==> src/rtl/pps_pkg.sv <==
package pps_pkg;
    localparam int NUM_PORTS = 3;
    localparam int ADDR_W = 4;
    localparam int DATA_W = 8;
    // register map, index = bus address
    localparam logic [3:0] REG_ID_CPS = 4'h0;
    localparam logic [3:0] REG_PORT1 = 4'h3;
    localparam logic [3:0] REG_IRQ_CPS = 4'h6;
    // field positions, bit 0 is the left-most column (msb)
    localparam int ID_CPS_BIT = 7;
    localparam int PORT_B_HI = 2;
    localparam int PORT_B_LO = 3;
    localparam int PORT_CH_BIT = 4;
    localparam int PORT_CON_BIT = 5;
    localparam int IRQ_CABLE_POWER_DROP_IRQ_BIT = 1;
    localparam int IRQ_CPS_BIT = 2;
    localparam int IRQ_MGR_BIT = 7;
    // line-state codes
    localparam logic [1:0] LINE_INVALID = 2'h0;
    localparam logic [1:0] LINE_ONE = 2'h1;
    localparam logic [1:0] LINE_ZERO = 2'h2;
    localparam logic [1:0] LINE_HIZ = 2'h3;
    // debounce time
    localparam int CLK_KHZ = 100_000;
    localparam int DEBOUNCE_MS = 335;
    localparam int DEBOUNCE_CYC = DEBOUNCE_MS * CLK_KHZ;
    localparam int DBC_W = 26;
    localparam logic [7:0] PHY_ADDR_ROOT = 8'h00;
endpackage

==> src/rtl/pps_debounce.sv <==
`timescale 1ns/1ps
// holds a rising connect level until stable for the full count; drops at once
module pps_debounce import pps_pkg::*; #(
    parameter int COUNT = DEBOUNCE_CYC
) (
    input wire logic clk,
    input wire logic rst_n,
    input wire logic raw,
    output logic stable
);
    logic [DBC_W-1:0] cnt_q;

    initial begin
        if (COUNT < 1 || COUNT >= (1 << DBC_W)) $error("pps_debounce: bad COUNT");
    end

    always_ff @(posedge clk) begin
        if (!rst_n || !raw) begin
            cnt_q <= '0;
        end else if (!stable && cnt_q != DBC_W'(COUNT - 1)) begin
            cnt_q <= cnt_q + 1'b1;
        end
    end

    always_ff @(posedge clk) begin
        if (!rst_n || !raw) begin
            stable <= 1'b0;
        end else if (cnt_q == DBC_W'(COUNT - 1)) begin
            stable <= 1'b1;
        end
    end
endmodule // pps_debounce

==> src/rtl/pps_status_regs.sv <==
`timescale 1ns/1ps
// Notes on behaviour
// - b-pair line state per port: 11 hi-z, 01 one, 10 zero
// - line state reads 00 after reset and while transmitting or receiving
// - manager flag mirrors the manager-capable pin and feeds self-id
// - child flag 1 for child, 0 parent; invalid until tree-id done
// - connected flag 1 when connected; refreshed during bus reset
// - hardware reset marks ports disconnected; the two statements conflict
// - new connection starts bus reset only after 335 ms stable
// - disconnect starts bus reset at once
// - after hardware reset, all ports disconnected children, cable drivers off
// - after that self-id report root with address 00h
// - cable power ok follows the sense input, 0 when low
// - cable power ok readable at two register addresses
// - cable power interrupt flag sets whenever sense falls low
// - interrupt flag clears on reset or when 0 is written
// - clearing while sense still low sets the flag again
module pps_status_regs import pps_pkg::*; #(
    parameter int DEBOUNCE = DEBOUNCE_CYC
) (
    // clock and reset
    input wire logic MCLK,
    input wire logic RESET_N,
    // register port
    input wire logic [ADDR_W-1:0] REG_ADDR,
    input wire logic REG_WR,
    input wire logic [DATA_W-1:0] REG_WDATA,
    output logic [DATA_W-1:0] REG_RDATA,
    // cable side
    input wire logic [2*NUM_PORTS-1:0] CABLE_PAIR_B,
    input wire logic [NUM_PORTS-1:0] CABLE_PRESENT,
    input wire logic LINE_BUSY,
    input wire logic [NUM_PORTS-1:0] TREE_CHILD,
    input wire logic TREE_DONE,
    input wire logic SELF_ID_DONE,
    // straps
    input wire logic MGR_CAPABLE_PIN,
    input wire logic CABLE_POWER_SENSE,
    // status out
    output logic BUS_RESET_REQ,
    output logic CABLE_DRIVE_EN,
    output logic SELF_ID_MGR,
    output logic IS_ROOT,
    output logic [7:0] PHY_ADDR
);
    logic [2*NUM_PORTS-1:0] b_line_q;
    logic [NUM_PORTS-1:0] child_q;
    logic [NUM_PORTS-1:0] con_q;
    logic [NUM_PORTS-1:0] stable;
    logic [NUM_PORTS-1:0] stable_q;
    logic mgr_q;
    logic cps_q;
    logic cps_prev_q;
    logic irq_q;
    logic init_q;
    logic clear_wr;
    logic [DATA_W-1:0] rd_d;

    initial begin
        if (NUM_PORTS != 3) $error("pps_status_regs: three ports expected");
    end

    // per-port debounce and line state
    genvar gi;
    generate
        for (gi = 0; gi < NUM_PORTS; gi++) begin : g_port
            pps_debounce #(.COUNT(DEBOUNCE)) u_dbc (
                .clk(MCLK),
                .rst_n(RESET_N),
                .raw(CABLE_PRESENT[gi]),
                .stable(stable[gi])
            );
            always_ff @(posedge MCLK) begin
                if (!RESET_N || LINE_BUSY) begin
                    b_line_q[2*gi+1:2*gi] <= LINE_INVALID;
                end else begin
                    b_line_q[2*gi+1:2*gi] <= CABLE_PAIR_B[2*gi+1:2*gi];
                end
            end
        end
    endgenerate

    always_ff @(posedge MCLK) begin
        stable_q <= RESET_N ? stable : '0;
    end

    // connection flags refreshed while bus reset runs
    always_ff @(posedge MCLK) begin
        if (!RESET_N) begin
            con_q <= '0;
        end else if (BUS_RESET_REQ) begin
            con_q <= stable;
        end
    end

    // child flags follow tree-id result once done
    always_ff @(posedge MCLK) begin
        if (!RESET_N || init_q) begin
            child_q <= '1;
        end else if (TREE_DONE) begin
            child_q <= TREE_CHILD;
        end
    end

    // bus reset on new stable connect or any disconnect
    always_ff @(posedge MCLK) begin
        if (!RESET_N) begin
            BUS_RESET_REQ <= 1'b0;
        end else begin
            BUS_RESET_REQ <= |(stable & ~stable_q) || |(stable_q & ~stable);
        end
    end

    // isolated start-up phase after hardware reset
    always_ff @(posedge MCLK) begin
        if (!RESET_N) begin
            init_q <= 1'b1;
        end else if (BUS_RESET_REQ) begin
            init_q <= 1'b0;
        end
    end

    always_ff @(posedge MCLK) begin
        if (!RESET_N) begin
            CABLE_DRIVE_EN <= 1'b0;
            IS_ROOT <= 1'b0;
            PHY_ADDR <= PHY_ADDR_ROOT;
        end else begin
            CABLE_DRIVE_EN <= !init_q;
            if (init_q && SELF_ID_DONE) begin
                IS_ROOT <= 1'b1;
                PHY_ADDR <= PHY_ADDR_ROOT;
            end else if (BUS_RESET_REQ) begin
                IS_ROOT <= 1'b0;
            end
        end
    end

    // straps sampled on the system clock
    always_ff @(posedge MCLK) begin
        if (!RESET_N) begin
            mgr_q <= 1'b0;
            cps_q <= 1'b0;
            cps_prev_q <= 1'b0;
            SELF_ID_MGR <= 1'b0;
        end else begin
            mgr_q <= MGR_CAPABLE_PIN;
            SELF_ID_MGR <= mgr_q;
            cps_q <= CABLE_POWER_SENSE;
            cps_prev_q <= cps_q;
        end
    end

    assign clear_wr = REG_WR && REG_ADDR == REG_IRQ_CPS && !REG_WDATA[7-IRQ_CABLE_POWER_DROP_IRQ_BIT];

    // sticky power interrupt, set wins over clear
    always_ff @(posedge MCLK) begin
        if (!RESET_N) begin
            irq_q <= 1'b0;
        end else if ((cps_prev_q && !cps_q) || (clear_wr && !cps_q)) begin
            irq_q <= 1'b1;
        end else if (clear_wr) begin
            irq_q <= 1'b0;
        end
    end

    // read mux, bit 0 of the map is the data msb
    always_comb begin
        rd_d = '0;
        if (REG_ADDR == REG_ID_CPS) begin
            rd_d[7-ID_CPS_BIT] = cps_q;
        end else if (REG_ADDR >= REG_PORT1 && REG_ADDR < REG_PORT1 + 4'(NUM_PORTS)) begin
            for (int p = 0; p < NUM_PORTS; p++) begin
                if (REG_ADDR == REG_PORT1 + 4'(p)) begin
                    rd_d[7-PORT_B_HI] = b_line_q[2*p+1];
                    rd_d[7-PORT_B_LO] = b_line_q[2*p];
                    rd_d[7-PORT_CH_BIT] = child_q[p];
                    rd_d[7-PORT_CON_BIT] = con_q[p];
                end
            end
        end else if (REG_ADDR == REG_IRQ_CPS) begin
            rd_d[7-IRQ_CABLE_POWER_DROP_IRQ_BIT] = irq_q;
            rd_d[7-IRQ_CPS_BIT] = cps_q;
            rd_d[7-IRQ_MGR_BIT] = mgr_q;
        end
    end

    always_ff @(posedge MCLK) begin
        if (!RESET_N) begin
            REG_RDATA <= '0;
        end else begin
            REG_RDATA <= rd_d;
        end
    end

    AST_CPS_FALL_SETS: assert property (@(posedge MCLK) disable iff (!RESET_N)
        cps_prev_q && !cps_q |=> irq_q)
        else $error("power interrupt not set on fall");
    AST_CLEAR_RESETS: assert property (@(posedge MCLK) disable iff (!RESET_N)
        clear_wr && cps_q && !(cps_prev_q && !cps_q) |=> !irq_q)
        else $error("power interrupt not cleared");
    AST_RESET_RETRIGGER: assert property (@(posedge MCLK) disable iff (!RESET_N)
        clear_wr && !cps_q |=> irq_q)
        else $error("power interrupt not re-set while low");
    AST_BUSY_INVALID: assert property (@(posedge MCLK) disable iff (!RESET_N)
        LINE_BUSY |=> b_line_q == '0)
        else $error("line state not invalid while busy");
    AST_LINE_PASS: assert property (@(posedge MCLK) disable iff (!RESET_N)
        !LINE_BUSY |=> b_line_q == $past(CABLE_PAIR_B))
        else $error("line state not reported");
    AST_DISCONNECT_NOW: assert property (@(posedge MCLK) disable iff (!RESET_N)
        stable_q[0] && stable[0] && !CABLE_PRESENT[0] |=> ##1 BUS_RESET_REQ)
        else $error("disconnect did not reset bus");
    AST_DRIVE_OFF_INIT: assert property (@(posedge MCLK) disable iff (!RESET_N)
        init_q |=> !CABLE_DRIVE_EN)
        else $error("cable driven during start-up");
    AST_MGR_MIRROR: assert property (@(posedge MCLK) disable iff (!RESET_N)
        $past(RESET_N, 2) |-> SELF_ID_MGR == $past(MGR_CAPABLE_PIN, 2))
        else $error("manager flag not mirrored");
    AST_CON_UPDATE: assert property (@(posedge MCLK) disable iff (!RESET_N)
        BUS_RESET_REQ |=> con_q == $past(stable))
        else $error("connected flags not refreshed");
    AST_ROOT_AFTER_INIT: assert property (@(posedge MCLK) disable iff (!RESET_N)
        init_q && SELF_ID_DONE |=> IS_ROOT && PHY_ADDR == PHY_ADDR_ROOT)
        else $error("not root after start-up self-id");
    AST_CHILD_INIT: assert property (@(posedge MCLK) disable iff (!RESET_N)
        init_q |=> &child_q)
        else $error("ports not children during start-up");
    AST_CPS_FOLLOW: assert property (@(posedge MCLK) disable iff (!RESET_N)
        $past(RESET_N) |-> cps_q == $past(CABLE_POWER_SENSE))
        else $error("cable power status not following sense");
endmodule // pps_status_regs

==> config.mk <==
export PLATFORM = sky130hd
export DESIGN_NAME = pps_status_regs
export DESIGN_NICKNAME = d
export VERILOG_FILES = /design/src/rtl/pps_pkg.sv /design/src/rtl/pps_debounce.sv /design/src/rtl/pps_status_regs.sv
export SDC_FILE = /design/constraint.sdc
export NUM_CORES = 1
export LEC_CHECK = 0
export ABC_AREA = 1
export BUFFER_PORTS_ARGS = -buffer_cell sky130_fd_sc_hd__buf_4
export CORE_UTILIZATION = 55
export DETAILED_ROUTE_END_ITERATION = 6
export MAX_ROUTING_LAYER = met4
export PLACE_DENSITY = 0.7
export SLEW_MARGIN = 20
export SYNTH_ARGS = -nofsm -noshare
export SYNTH_HDL_FRONTEND = slang
export SYNTH_SLANG_ARGS = --single-unit
==> constraint.sdc <==
create_clock -name MCLK -period 2.5 [get_ports MCLK]
set_clock_uncertainty 0.05 [all_clocks]
set_input_delay 0.125 -clock MCLK [delete_from_list [all_inputs] [get_ports MCLK]]
set_output_delay 0.125 -clock MCLK [all_outputs]
set_load 0.005 [all_outputs]
==> flow_summary.json <==
{
  "crit_required_ps": 2680,
  "hold_slack_ps": 20.5,
  "worst_setup_path_start_kind": "flop",
  "synth.avg_cell_area_sq_um": 6.46,
  "synthTopCellsByArea": "sky130_fd_sc_hd__dfxtp_1 (35%), sky130_fd_sc_hd__nand2_1 (17%), sky130_fd_sc_hd__nor2_1 (11%)",
  "core_area_sq_um": 11000,
  "yosys_register_bits": 111,
  "postSynth.topFlopCell": "sky130_fd_sc_hd__dfxtp_1",
  "drive_above_1_share_pct": 10.2,
  "critical_path_class": "flop to flop",
  "ys_warn_count": 0,
  "crit_fanout": 20,
  "period_utilisation_layout_pct": 83.2,
  "placed_cells_incl_taps": 1133,
  "reg2reg_to": "g_port[1].u_dbc.cnt_q[14]$_SDFFE_PP0P_",
  "clock_tree.buffer_depth": 2,
  "cts_tree": "built",
  "vias_per_cell": 5.00,
  "clkPwrFrac_pct": 44.7,
  "violation_count_after_the_first_detailed_route_iteration": 425,
  "drt_wl_total_um": 13600,
  "final.min_clock_period_ps": 2080,
  "first_global_vias": 5091,
  "critPathCaptureType": "flop",
  "synth_area_sq_um": 6310,
  "postLayoutSetupSlackWorst_ps": 419,
  "fin_cells": 1165,
  "seq_power_share_pct": 51.4,
  "ys_async_sr_fraction_pct": 0,
  "grt.total_usage_pct": 25.3,
  "floorplan.initialDensity_pct": 57.2,
  "arrival_ps": 2260,
  "layout.core_utilization_pct": 64.1,
  "setup.reg_to_reg.worst_slack_ps": 420,
  "timing.final.max_slew_violations": 0,
  "p_comb_share_pct": 3.9,
  "antenna_violations_before_repair": 0,
  "yosysSeqAreaShare_pct": 35.2,
  "worst_path_cell_with_the_longest_stage_delay": "sky130_fd_sc_hd__dfxtp_1",
  "worst_r2r_path_depth": 10,
  "max_freq_ghz": 0.481,
  "min-delay-path-class": "input port to flop",
  "netlist_instances": 977,
  "detailedRoute.firstPassIterationCount": 5,
  "grt_start_max_net_pins": 27,
  "cts-root-buf": "sky130_fd_sc_hd__clkbuf_16",
  "clock_tree.htree_level_count": 3,
  "route.vias.total": 5826,
  "cts.repair_timing.setup_buffer_count": 0,
  "hpwl_um": 9530,
  "cts_buffers": 9,
  "io_buffer_count": 34,
  "cap_viol_max_count": 0,
  "post-synth-top-area-cell": "sky130_fd_sc_hd__dfxtp_1",
  "num_rows": 38,
  "power_report.internal_total_w": 0.00273,
  "synth_top_area_share_pct": 35.2,
  "status": "finished clean",
  "flow.area_growth_from_synthesis_pct": 12.0,
  "clk_pin_slew_worst_paths_ps": 70,
  "r2r_startpoint": "g_port[1].u_dbc.cnt_q[1]$_SDFFE_PP0P_",
  "latest_clock_arrival_within_the_worst_skew_pair_ps": 350,
  "mostFrequentLayoutCells": "sky130_fd_sc_hd__nand2_1 (280), sky130_fd_sc_hd__nor2_1 (188), sky130_fd_sc_hd__dfxtp_1 (111), sky130_fd_sc_hd__inv_1 (103), sky130_fd_sc_hd__nand3_1 (57)",
  "crit_chain": "ha_1 -> nand2_1 -> nor2_2 -> nand3_1 -> nor2_1 -> nand2_1 -> nand2_2 -> inv_2 -> nand2_1 -> a21oi_1",
  "clock-sinks": 111,
  "hold_start": "LINE_BUSY",
  "multiInputGateArea_sq_um": 3460,
  "power_leakage_nw": 2.69,
  "die_area_sq_um": 11900,
  "final_net_count": 1055,
  "detail_route_antenna_nets": 0,
  "layout.cells.most_common": "sky130_fd_sc_hd__nand2_1",
  "finalSetupTns_ps": 0,
  "die_x_um": 109,
  "sw_frac_of_total_pct": 21.5,
  "globalRoute.totalOverflow": 0,
  "fp.dieH_um": 109,
  "replace_congestion": 0.916,
  "critical_path.most_common_cell": "sky130_fd_sc_hd__nand2_1",
  "grt_first_pass_wirelength_um": 23400,
  "cellPowerDensity_nw_per_um2": 492,
  "antenna_diodes": 0,
  "filler_cell_count": 1058,
  "switching_power_w": 0.000749,
  "drc": 0,
  "ff_latch_area_sq_um": 2220,
  "synth_edf_count": 0,
  "min_delay_path_depth": 3,
  "num_ports": 52,
  "worst_ir_drop_vdd_v": 0.000589,
  "finalSetupViolations": 0,
  "rsz_0062_raised_after_global_routing": "no",
  "hold_violations": 0,
  "route.detailed.wl_per_inst_um": 11.7,
  "holdPathEnd": "b_line_q[1]$_SDFF_PP0_",
  "post_place_setup_slack_ps": 453,
  "critPathMaxStageDelay_ps": 380,
  "ys_types": 37
}
## final cells by class
| type | instances | area share, % |
|---|---|---|
| flip-flops and latches | 111 | 31.4 |
| multi-input cells | 731 | 49.0 |
| inverters | 109 | 5.83 |
| repair buffers | 58 | 6.73 |
| clock inverters | 6 | 1.29 |
| well taps | 140 | 2.48 |
| clock buffers | 10 | 3.24 |
## cell families (layout without fill, tap and decap cells)
group / after synthesis / after routing / share of synthesized area [%]
AOI/OAI and AO/OA: 81 / 81 / 7.89
adders and majority gates: 3 / 3 / 0.595
other: 1 / 10 / 0.0594
and+or+nand+nor: 596 / 596 / 40.1
xor gates and xnor gates: 41 / 41 / 5.69
buffers and inverters: 144 / 183 / 10.4
DFF: 111 / 111 / 35.2
## power groups by stage
stage                     clock network, W  registers (W)   logic, W
after floorplan                          0        0.00183  0.0000733
after global placement                   0        0.00183   0.000116
after detailed placement                 0        0.00183   0.000116
after CTS                          0.00160        0.00179   0.000135
after global routing               0.00166        0.00179   0.000152
final                              0.00155        0.00179   0.000136
## synthesized netlist by cell type, types with 3 or more instances
master	n
sky130_fd_sc_hd__nand3b_1	3
sky130_fd_sc_hd__dfxtp_1	111
sky130_fd_sc_hd__nor2_1	188
sky130_fd_sc_hd__inv_1	103
sky130_fd_sc_hd__a21oi_2	18
sky130_fd_sc_hd__buf_2	6
sky130_fd_sc_hd__o22ai_1	5
sky130_fd_sc_hd__inv_2	3
sky130_fd_sc_hd__nor2_4	3
sky130_fd_sc_hd__nand4_1	35
sky130_fd_sc_hd__buf_6	4
sky130_fd_sc_hd__a21oi_1	37
sky130_fd_sc_hd__buf_4	12
sky130_fd_sc_hd__nand2_1	280
sky130_fd_sc_hd__xor2_1	21
sky130_fd_sc_hd__clkbuf_1	9
sky130_fd_sc_hd__nor3_1	6
sky130_fd_sc_hd__o21ai_0	15
sky130_fd_sc_hd__ha_1	3
sky130_fd_sc_hd__nand3_1	57
sky130_fd_sc_hd__nand2_2	15
sky130_fd_sc_hd__xnor2_1	20
## layer usage
metal / wire (um) / GRT usage [%]
met5: 0 / -
met4: 167 / 6.18
met3: 600 / 5.62
met2: 6070 / 39.6
met1: 6790 / 33.0
## registers in the layout, indices dropped and copies added, names as in the netlist
register,count
SELF_ID_MGR,1
b_line_q,6
cps_q,1
CABLE_DRIVE_EN,1
IS_ROOT,1
irq_q,1
mgr_q,1
BUS_RESET_REQ,1
child_q,3
cps_prev_q,1
stable_q,3
g_port.u_dbc.cnt_q,78
con_q,3
init_q,1
REG_RDATA,6
g_port.u_dbc.stable,3
## critical path: cells and delay by family (launching register included)
kind / cells / cell delay (ps)
and+or+nand+nor: 7 / 970
DFF: 1 / 380
adders and majority gates: 1 / 260
buffers and inverters: 1 / 230
AOI/OAI and AO/OA: 1 / 60
## worst max-delay path by stage
stage,from,endpoint,slack [ps]
after floorplan,g_port[2].u_dbc.cnt_q[0]$_SDFFE_PP0P_,g_port[2].u_dbc.cnt_q[0]$_SDFFE_PP0P_,830
after global placement,g_port[1].u_dbc.cnt_q[0]$_SDFFE_PP0P_,g_port[1].u_dbc.cnt_q[15]$_SDFFE_PP0P_,450
after detailed placement,g_port[1].u_dbc.cnt_q[0]$_SDFFE_PP0P_,g_port[1].u_dbc.cnt_q[15]$_SDFFE_PP0P_,450
after CTS,g_port[1].u_dbc.cnt_q[1]$_SDFFE_PP0P_,g_port[1].u_dbc.cnt_q[15]$_SDFFE_PP0P_,430
after global routing,g_port[1].u_dbc.cnt_q[1]$_SDFFE_PP0P_,g_port[1].u_dbc.cnt_q[15]$_SDFFE_PP0P_,220
final,g_port[1].u_dbc.cnt_q[1]$_SDFFE_PP0P_,g_port[1].u_dbc.cnt_q[14]$_SDFFE_PP0P_,420
## per-stage QoR
step / power (W) / area (sq um)
6_report: 0.00348 / 7070
4_1_cts: 0.00352 / 7070
5_1_grt: 0.00361 / 7070
3_3_place_gp: 0.00195 / 6590
3_5_place_dp: 0.00195 / 6590
2_1_floorplan: 0.00190 / 6340
## what timing repair did
| item | in CTS | in global routing |
|---|---|---|
| hold buffers | 16 | 0 |
| endpoints found under the hold margin | 12 | 0 |
| resized for setup | 0 | 0 |
Power figures use the tool's default switching activity.
